## src/hdl/rpw_pkg.sv

```systemverilog
// constants, types and states shared by the rgb pwm sink driver
package rpw_pkg;
  localparam int unsigned CLK_PERIOD_NS = 4;
  localparam int unsigned CLK_FREQ_KHZ = 250000;
  localparam int unsigned REF_OSC_KHZ = 12000;
  localparam int unsigned REF_TICK_DIV = CLK_FREQ_KHZ / REF_OSC_KHZ;
  localparam int unsigned BIT_PERIOD_MIN_NS = 330;
  localparam int unsigned BIT_PERIOD_MAX_NS = 10000;
  localparam int unsigned BIT_PERIOD_MIN_CYC =
    (BIT_PERIOD_MIN_NS + CLK_PERIOD_NS - 1) / CLK_PERIOD_NS;
  localparam int unsigned BIT_PERIOD_MAX_CYC = BIT_PERIOD_MAX_NS / CLK_PERIOD_NS;
  localparam int unsigned FWD_PULSE_NS = 25;
  localparam int unsigned FWD_PULSE_CYC = (FWD_PULSE_NS + CLK_PERIOD_NS - 1) / CLK_PERIOD_NS;
  localparam int unsigned PACKET_END_HOLD_PERIODS = 4;
  localparam int unsigned LATCH_HOLD_PERIODS = 8;
  localparam int unsigned ONE_LIMIT_DIV = 2;
  localparam int unsigned ZERO_LIMIT_NUM = 9;
  localparam int unsigned ZERO_LIMIT_DEN = 10;

  localparam int unsigned NUM_CH = 3;
  localparam int unsigned BRIGHT_W = 12;
  localparam int unsigned SHIFT_W = 48;
  localparam int unsigned TIME_W = 16;
  localparam int unsigned DIV_W = 5;
  localparam int unsigned PULSE_W = 4;

  localparam logic [11:0] WRITE_KEY = 12'h3aa;
  localparam logic [11:0] BRIGHT_RST = 12'h000;
  localparam logic [11:0] PWM_CNT_RST = 12'h000;
  localparam logic [47:0] SHIFT_RST = 48'h0;
  localparam logic [15:0] TIME_RST = 16'h0;
  localparam logic [15:0] TIME_START = 16'h1;
  localparam logic [4:0] DIV_RST = 5'h0;
  localparam logic [3:0] PULSE_RST = 4'h0;

  // channel 0 sits just below the key, channel 2 at the lsb end
  typedef struct packed {
    logic [0:2][11:0] ch;
  } rpw_bright_s;

  typedef struct packed {
    logic [11:0] key;
    rpw_bright_s bright;
  } rpw_packet_s;

  typedef enum logic [2:0] {
    ST_MEAS_FIRST = 3'b000,
    ST_MEAS_SECOND = 3'b001,
    ST_GAP = 3'b010,
    ST_CELL = 3'b011,
    ST_CELL_TAIL = 3'b100,
    ST_FORWARD = 3'b101
  } rpw_state_e;
endpackage

```

## src/hdl/rpw_top.sv

```systemverilog
// rgb pwm sink driver: single-wire decoder, packet forwarder and 3-channel 12-bit pwm
`timescale 1ns/10ps
module rpw_top (
  input wire logic ref_clk_i,
  input wire logic srst_i,
  input wire logic serial_in_line_i,
  output logic [rpw_pkg::NUM_CH-1:0] sink_output_o,
  output logic serial_out_line_o,
  output logic packet_locked_o
);
  import rpw_pkg::*;

  logic in_meta_q;
  logic in_sync_q;
  logic in_prev_q;
  logic rise;
  logic [DIV_W-1:0] div_q;
  logic brightness_ref_tick_q;
  rpw_state_e state_q;
  logic [TIME_W-1:0] tm_q;
  logic [TIME_W-1:0] low_q;
  logic [TIME_W-1:0] bit_period_q;
  logic [TIME_W-1:0] one_limit_q;
  logic [TIME_W-1:0] zero_limit_q;
  logic [TIME_W-1:0] packet_end_hold_q;
  logic [TIME_W-1:0] latch_hold_q;
  rpw_packet_s shreg_q;
  rpw_bright_s bright_q;
  logic [BRIGHT_W-1:0] pwm_cnt_q;
  logic [PULSE_W-1:0] pulse_q;
  logic [NUM_CH-1:0] sink_q;
  logic serial_out_q;
  logic locked_q;
  logic latch_fire;
  logic load;

  // two flops for the line, a third only as the edge history
  always_ff @(posedge ref_clk_i) begin
    if (srst_i) begin
      in_meta_q <= 1'b0;
      in_sync_q <= 1'b0;
      in_prev_q <= 1'b0;
    end else begin
      in_meta_q <= serial_in_line_i;
      in_sync_q <= in_meta_q;
      in_prev_q <= in_sync_q;
    end
  end

  assign rise = in_sync_q & ~in_prev_q;

  // internal brightness reference, no external clock needed
  always_ff @(posedge ref_clk_i) begin
    if (srst_i || load) begin
      div_q <= DIV_RST;
      brightness_ref_tick_q <= 1'b0;
    end else if (div_q == DIV_W'(REF_TICK_DIV - 1)) begin
      div_q <= DIV_RST;
      brightness_ref_tick_q <= 1'b1;
    end else begin
      div_q <= div_q + 1'b1;
      brightness_ref_tick_q <= 1'b0;
    end
  end

  // time since the current cell or measurement started, saturating
  always_ff @(posedge ref_clk_i) begin
    if (srst_i) begin
      tm_q <= TIME_RST;
    end else if (rise && (state_q != ST_CELL) && (state_q != ST_CELL_TAIL)) begin
      // start at one so the count at the next edge equals the elapsed cycles
      tm_q <= TIME_START;
    end else if (tm_q != {TIME_W{1'b1}}) begin
      tm_q <= tm_q + 1'b1;
    end
  end

  // low-hold length, cleared whenever the line is high
  always_ff @(posedge ref_clk_i) begin
    if (srst_i || in_sync_q) begin
      low_q <= TIME_RST;
    end else if (low_q != {TIME_W{1'b1}}) begin
      low_q <= low_q + 1'b1;
    end
  end

  // latch hold can only be reached once a period exists
  assign latch_fire = (state_q != ST_MEAS_FIRST) && (state_q != ST_MEAS_SECOND) &&
                      (low_q >= latch_hold_q);
  assign load = latch_fire && (shreg_q.key == WRITE_KEY);

  // serial decoder
  always_ff @(posedge ref_clk_i) begin
    if (srst_i) begin
      state_q <= ST_MEAS_FIRST;
      shreg_q <= SHIFT_RST;
      bit_period_q <= TIME_RST;
      one_limit_q <= TIME_RST;
      zero_limit_q <= TIME_RST;
      packet_end_hold_q <= TIME_RST;
      latch_hold_q <= TIME_RST;
    end else if (latch_fire) begin
      state_q <= ST_MEAS_FIRST;
    end else begin
      case (state_q)
        ST_MEAS_FIRST: begin
          if (rise) begin
            state_q <= ST_MEAS_SECOND;
          end
        end
        ST_MEAS_SECOND: begin
          if (rise && (tm_q >= TIME_W'(BIT_PERIOD_MIN_CYC))) begin
            // out-of-range periods restart measurement from this edge
            if (tm_q <= TIME_W'(BIT_PERIOD_MAX_CYC)) begin
              bit_period_q <= tm_q;
              one_limit_q <= TIME_W'(tm_q / ONE_LIMIT_DIV);
              zero_limit_q <= TIME_W'((tm_q * ZERO_LIMIT_NUM) / ZERO_LIMIT_DEN);
              packet_end_hold_q <= TIME_W'(tm_q * PACKET_END_HOLD_PERIODS);
              latch_hold_q <= TIME_W'(tm_q * LATCH_HOLD_PERIODS);
              shreg_q <= {shreg_q[SHIFT_W-3:0], 2'b00};
              state_q <= ST_GAP;
            end
          end else if (tm_q > TIME_W'(BIT_PERIOD_MAX_CYC)) begin
            state_q <= ST_MEAS_FIRST;
          end
        end
        ST_GAP: begin
          if (rise) begin
            state_q <= ST_CELL;
          end else if (low_q >= packet_end_hold_q) begin
            state_q <= ST_FORWARD;
          end
        end
        ST_CELL: begin
          if (rise && (tm_q < one_limit_q)) begin
            shreg_q <= {shreg_q[SHIFT_W-2:0], 1'b1};
            state_q <= ST_CELL_TAIL;
          end else if (tm_q >= zero_limit_q) begin
            shreg_q <= {shreg_q[SHIFT_W-2:0], 1'b0};
            state_q <= ST_GAP;
          end
        end
        ST_CELL_TAIL: begin
          // edges between the one and zero limits are ambiguous and ignored
          if (tm_q >= zero_limit_q) begin
            state_q <= ST_GAP;
          end
        end
        ST_FORWARD: begin
          state_q <= ST_FORWARD;
        end
        default: begin
          state_q <= ST_MEAS_FIRST;
        end
      endcase
    end
  end

  always_ff @(posedge ref_clk_i) begin
    if (srst_i) begin
      locked_q <= 1'b0;
    end else begin
      locked_q <= (state_q == ST_FORWARD) && !latch_fire;
    end
  end

  // regenerated fixed-width pulse per rising edge keeps edge timing intact downstream
  always_ff @(posedge ref_clk_i) begin
    if (srst_i) begin
      pulse_q <= PULSE_RST;
      serial_out_q <= 1'b0;
    end else if ((state_q == ST_FORWARD) && rise) begin
      pulse_q <= PULSE_W'(FWD_PULSE_CYC - 1);
      serial_out_q <= 1'b1;
    end else if (pulse_q != PULSE_RST) begin
      pulse_q <= pulse_q - 1'b1;
      serial_out_q <= 1'b1;
    end else begin
      serial_out_q <= 1'b0;
    end
  end

  // brightness latch starts at zero so outputs stay dark until loaded
  always_ff @(posedge ref_clk_i) begin
    if (srst_i) begin
      bright_q <= {NUM_CH{BRIGHT_RST}};
    end else if (load) begin
      bright_q <= shreg_q.bright;
    end
  end

  always_ff @(posedge ref_clk_i) begin
    if (srst_i || load) begin
      pwm_cnt_q <= PWM_CNT_RST;
    end else if (brightness_ref_tick_q) begin
      pwm_cnt_q <= pwm_cnt_q + 1'b1;
    end
  end

  genvar g;
  generate
    for (g = 0; g < NUM_CH; g++) begin : g_ch
      always_ff @(posedge ref_clk_i) begin
        if (srst_i || load) begin
          sink_q[g] <= 1'b0;
        end else begin
          sink_q[g] <= (pwm_cnt_q != PWM_CNT_RST) &&
                       (pwm_cnt_q <= bright_q.ch[g]);
        end
      end
    end
  endgenerate

  assign sink_output_o = sink_q;
  assign serial_out_line_o = serial_out_q;
  assign packet_locked_o = locked_q;
endmodule

```

## config.mk

```make
export PLATFORM = sky130hd
export DESIGN_NAME = rpw_top
export DESIGN_NICKNAME = d
export VERILOG_FILES = /design/src/hdl/rpw_pkg.sv /design/src/hdl/rpw_top.sv
export SDC_FILE = /design/constraint.sdc
export NUM_CORES = 1
export LEC_CHECK = 0
export ABC_CLOCK_PERIOD_IN_PS = 10310
export BUFFER_PORTS_ARGS = -buffer_cell sky130_fd_sc_hd__buf_2
export CELL_PAD_IN_SITES_DETAIL_PLACEMENT = 1
export CELL_PAD_IN_SITES_GLOBAL_PLACEMENT = 2
export CORE_MARGIN = 4
export CORE_UTILIZATION = 35
export DETAILED_ROUTE_END_ITERATION = 8
export HOLD_SLACK_MARGIN = 0.1
export PLACE_DENSITY = 0.84
export SLEW_MARGIN = 15
export SYNTH_ARGS = -nofsm -noshare
export SYNTH_HDL_FRONTEND = slang
export SYNTH_SLANG_ARGS = --single-unit
```

## constraint.sdc

```tcl
create_clock -name ref_clk_i -period 10.31 [get_ports ref_clk_i]
set_input_delay 2.062 -clock ref_clk_i [delete_from_list [all_inputs] [get_ports ref_clk_i]]
set_output_delay 2.062 -clock ref_clk_i [all_outputs]
set_load 0.02 [all_outputs]
```

Word level (Yosys, flattened, before mapping)
Index checks and enable logic that the tools add are counted.
Storage, ports and cells
  word-level logic and storage cells: 117
  RAM bits: 0
  memories kept: 0
  register bits: 207
  latch bits: 0
  bits in read-only memories: 0
  input bits: 3
  output and inout bits: 5
Operators by class
  $add $sub $neg: 5
  order comparisons: 10
  muxes and demuxes: 21
  shift operators: 0
  divide/modulo/power cells: 1
  multipliers: 1
  reductions and logical operators: 29
  bitwise operators: 3
  eq/ne operators: 19
Operator list (number)
  48-bit 2-to-1 mux: 4
  48-bit case mux with 2 select lines: 1
  16-bit >= comparator: 3
  12-bit <= comparator: 3
  16-bit by 1-bit adder with 16-bit output (second input constant): 2
  20-bit by 4-bit divider with 32-bit output (second input constant): 1
  16-bit inequality test (second input constant): 2
  3-bit 2-to-1 mux: 10
  16-bit by 4-bit multiplier with 20-bit output (second input constant): 1
  3-bit case mux with 6 select lines: 1
  16-bit by 7-bit >= comparator with 1-bit output (second input constant): 1
  16-bit by 12-bit > comparator with 1-bit output (second input constant): 1
  16-bit by 12-bit <= comparator with 1-bit output (second input constant): 1
  16-bit by 15-bit less-than comparator with 1-bit output: 1
  3-bit inequality test (second input constant): 5
  12-bit by 1-bit adder with 12-bit output (second input constant): 1
  12-bit by 10-bit equality test with 1-bit output (second input constant): 1
  1-bit logical AND: 12
  12-bit nonzero test: 1
  4-bit AND reduction: 2
  2-bit OR reduction: 4
  3-bit by 2-bit equality test with 1-bit output (second input constant): 2
  3-bit equality test (second input constant): 2
  2-bit inequality test (second input constant): 3
  other kinds (16): 24

Logic depth before layout (Yosys ltp)
  depth in word-level cells: 6
  mapped depth: 33
  mapped depth without buffers: 27

Worst setup path before layout
No wires, ideal clock.
  kind: register to register
  start: register tm_q[1]
  end: register zero_limit_q[0]
  slack: 2737 ps
  setup time: 136 ps
  data arrival time: 7437 ps
  cell stages (with the launch flop): 29
  path buffers: 1
  required time: 10174 ps
  clock period less this slack: 7573 ps
  path through: dfxtp_1 -> ha_1 -> ha_1 -> fa_1 -> a211oi_2 -> o21a_4 -> o31ai_4 -> o21ai_1 -> nand2_2 -> a311o_1 -> a2111oi_4 -> nor2_2 -> mux2_4 -> a211o_1 -> o32a_1 -> o21a_1 -> nor4_2 -> o32ai_1 -> or3_1 -> buf_2 -> a31o_1 -> o32ai_2 -> or3_1 -> o221ai_2 -> a311oi_2 -> xor2_1 -> a32o_1 -> o41ai_1 -> a211oi_2
Between the ends
  longest elaborated chain between the ends: 3
  elaborated cells between the ends (all ways): 6
  those cells by class: 1 x mul; 1 x div; 2 x order compare; 2 x reduce/logical
Ends and longest elaborated chain
  start, declared: RTL line rpw_top.sv:20  | logic [TIME_W-1:0] tm_q;
  start signal, assigned: RTL line rpw_top.sv:74  | tm_q <= tm_q + 1'b1;
  parallel branches: the longest is 3 deep, another holds 20-bit by 4-bit divider with 32-bit output
  end signal, assigned: RTL line rpw_top.sv:117  | zero_limit_q <= TIME_W'((tm_q * ZERO_LIMIT_NUM) / ZERO_LIMIT_DEN);
  end, declared: RTL line rpw_top.sv:24  | logic [TIME_W-1:0] zero_limit_q;
Parallel ways; which one is timed is not known.
A chain may end at the register's enable or synchronous reset.

Final worst setup path
Ends and elaborated chain as after synthesis.

==> impl_results.md <==
* PwrDens at 102 nW/um^2
* Antenna violations before repair at 0
* Asr flop ratio synth at 0%
* Diodes inserted at 0
* Min-Delay Endpoint: one_limit_q[13]$_SDFFE_PP0P_
* Synth cell types at 104
* Yosys reg bits at 181
* Number of synthesized flops with an enable pin at 0
* Reg-to-reg endpoint: zero_limit_q[0]$_SDFFE_PP0P_
* Largest net degree at the start of global routing at 95
* WL/cell at 17.2 microns
* Max VDD drop at 0.0955 mV
* Final GP Congestion at 0.878
* Avg Inst Size Synth at 7.91 sq um
* Clk root buf: clkbuf_16
* P_int at 1.07 mW
* Drt first pass iters at 4
* Bufs and invs on worst path at 0
* Storage element area at 3620 sq um
* Req. time, crit path at 10.60 ns
* Hold_sp: one_limit_q[13]$_SDFFE_PP0P_
* CP Class: reg -> reg
* WP data arrival at 9.50 ns
* Critical path's slowest cell: o32ai_2
* CP endpoint kind: register
* Worst-Skew Late Latency at 0.44 ns
* Worst Hold Class: reg -> reg
* Period utilization at 89.3%
* CP peak stage delay at 0.80 ns
* Register area share after synthesis at 27.8%
* Worst slew pin tran at 1.09 ns
* Power share of the combinational group at 4.6%
* First-pass GRT wire length at 61300 microns
* P_sw at 0.352 mW
* Sw frac at 24.7%
* Top Usage Layer GRT: met2
* Worst relative slew slack at 27.2%
* Pleak at 5.30 nW
* Post-Syn Instances at 1645
* GRT overflow at 0
* Dominant cell type by area after synthesis: dfxtp_1
* Skew final at 0.00845 ns
* Final #Nets at 1725
* CTS max path bufs at 2
* DRT iter0 DRCs at 718
* Initial core utilization at 35.6%
* Predominant post-synthesis flop cell: dfxtp_1
* Std cell rows at 70
* Vias/cell at 5.68
* Synth top area share at 27.8%
* TritonCTS Sinks at 181
* I/O Pins at 8
* Die X-Extent at 201 microns
* MaxCap Viol Count at 0
* Layout cell share with drive strength beyond 1 at 6.66%
* Post-synth net total at 1776
* Num CTS Buffers at 17
* Final min period at 9.21 ns
* Dpl ws at 1.23 ns
* Clock transition at path regs at 0.07 ns
* Antenna-violating nets left at 0
* Stages on worst setup path at 27
* Final WL at 35700 microns
* Final WS setup at 1.10 ns
* Port buffer count at 7
* Critical path peak fanout at 13
* # Post-CTS Setup Buffers at 0
* Post-CTS Hold Buffers at 0
* Clock Power Share at 45.7%
* Area Growth Syn to Fin at 7.29%
* Hold Path Stages at 2
* Worst reg2reg path startpoint: tm_q[1]$_SDFFE_PP0P_
* TritonCTS clock tree: done
* Final setup fails at 0
* Filler cells at 4428
* Critical path's top delay family: compound AO/OA/AOI/OAI gates
* Core area at 36600 sq um
* Die height at 201 microns
* Gr usage total at 17.6%
* M1 GR Usage at 24.1%
* Status: finished, final reports clean
* Vias in the first global route at 12.0k
* Vias post-DR at 11.8k
* DRC at 0
* R2R cell count at 27
* H-tree depth at 4
* Met2 usage at 29.9%
* Final setup TNS at 0 ns
* Warnings, synthesis at 0
* Share of power burned in registers at 49.7%
* Met3 Track Usage GR at 1.45%
* Slew Limit Fails at 0
* RSZ-0062 raised after global routing: no
* Fmax at 109 MHz
* CTS resizes at 0
* Post-synthesis cell area at 13000 sq um
* Multi-input logic area at 8710 sq um
* Final hold vios at 0
* Startpoint types: register
* Synth top area cells: dfxtp_1 28%, ha_1 12%, nor2_1 6.1%
* R2R setup slack at 1.10 ns
* Die area at 40300 sq um
* HPWL after detailed placement at 25300 microns
==> tightest hold or removal path, cell delays in order (launching register included) <==
cell and delay (ns):
dfxtp_1 0.30, inv_1 0.06, nor3_1 0.05
==> final cells by class <==
class                           count  share of cell area, %
Clock buffer                       18                   3.14
Clock inverter                     14                   1.01
Inverter                           86                   2.31
Multi-Input combinational cell   1287                   62.4
Sequential cell                   181                   26.0
Tap cell                          468                   4.19
Timing Repair Buffer               21                   1.02
==> metrics by stage <==
step	instances	hold slack, ns	instance area, sq um	utilization, %	power, mW
2_1_floorplan	1645	0.414	13000	-	0.771
3_3_place_gp	2043	0.439	13400	36.6	0.787
3_5_place_dp	2043	0.441	13400	36.6	0.788
4_1_cts	2075	0.455	14000	38.2	1.44
5_1_grt	2075	0.476	14000	38.2	1.48
6_report	2075	0.450	14000	38.2	1.42
==> how the worst max path moves through the flow <==
| stage | startpoint | endpoint | slack [ns] |
|---|---|---|---|
| 5_1_grt | tm_q[1]$_SDFFE_PP0P_ | zero_limit_q[0]$_SDFFE_PP0P_ | 0.25 |
| 3_3_place_gp | tm_q[1]$_SDFFE_PP0P_ | zero_limit_q[0]$_SDFFE_PP0P_ | 1.50 |
| 3_5_place_dp | tm_q[1]$_SDFFE_PP0P_ | zero_limit_q[0]$_SDFFE_PP0P_ | 1.23 |
| 4_1_cts | tm_q[1]$_SDFFE_PP0P_ | zero_limit_q[0]$_SDFFE_PP0P_ | 1.18 |
| 6_report | tm_q[1]$_SDFFE_PP0P_ | zero_limit_q[0]$_SDFFE_PP0P_ | 1.10 |
| 2_1_floorplan | tm_q[1]$_SDFFE_PP0P_ | zero_limit_q[0]$_SDFFE_PP0P_ | 2.74 |
==> synth_stat cells, drive strengths merged, types with 4 or more instances <==
cell	instances
nor2	212
dfxtp	181
nand2	151
ha	127
a21oi	95
nand3	94
inv	85
clkbuf	71
o21ai	57
a311oi	51
mux2i	47
nor3	40
a21o	35
xor2	34
a211oi	30
nand2b	29
nor2b	28
nand4	25
xnor2	25
buf	20
a31oi	16
nor4	16
o21a	14
and3	13
o211ai	11
and2	9
or3	9
a22oi	7
a2111oi	6
a211o	6
o2111ai	6
o31ai	6
o32ai	6
or2	6
and4	4
mux2	4
nor3b	4
o22ai	4
==> power groups by stage <==
stage	combinational [mW]	sequential [mW]	clock (mW)
after floorplan	0.0501	0.721	0
after global placement	0.0639	0.723	0
after detailed placement	0.0652	0.723	0
after CTS	0.0659	0.707	0.671
after global routing	0.0734	0.707	0.701
final	0.0652	0.707	0.650
==> layout by cell type, fill, tap and decap left out, types with 9 or more instances in the layout <==
master / instances
nor2_1: 210
dfxtp_1: 180
nand2_1: 150
ha_1: 127
nand3_1: 94
a21oi_1: 93
inv_1: 85
a311oi_1: 50
o21ai_0: 47
mux2i_1: 47
nor3_1: 37
a21o_1: 35
xor2_1: 33
nand2b_1: 29
nor2b_1: 27
nand4_1: 25
xnor2_1: 24
a211oi_1: 21
clkbuf_16: 17
a31oi_1: 16
buf_4: 15
nor4_1: 14
o21a_1: 13
and3_1: 13
o21ai_1: 10
a211oi_2: 9
and2_1: 9
==> state kept, by name, indices dropped and copies added (netlist names), 3 cells and up <==
name,flops
shreg_q,48
bright_q,36
low_q,16
tm_q,16
zero_limit_q,16
latch_hold_q,12
pwm_cnt_q,12
div_q,5
pulse_q,4
one_limit_q,3
sink_output_o,3
state_q,3
==> per-layer routing <==
metal	share of wire [%]	vias up
li1	-	5858
met1	50	5795
met2	47	95
met3	1.2	34
met4	1.5	0
met5	0	-
==> kinds of logic after synthesis <==
logic type	Yosys count	share of synthesized area, %
xor+xnor	59	4.09
flops	181	27.8
simple gates	651	23.7
fa+ha+maj	131	12.6
mux	51	3.99
compound gates	395	22.4
buf+inv	177	5.43
(Power assumes the default switching activity.)
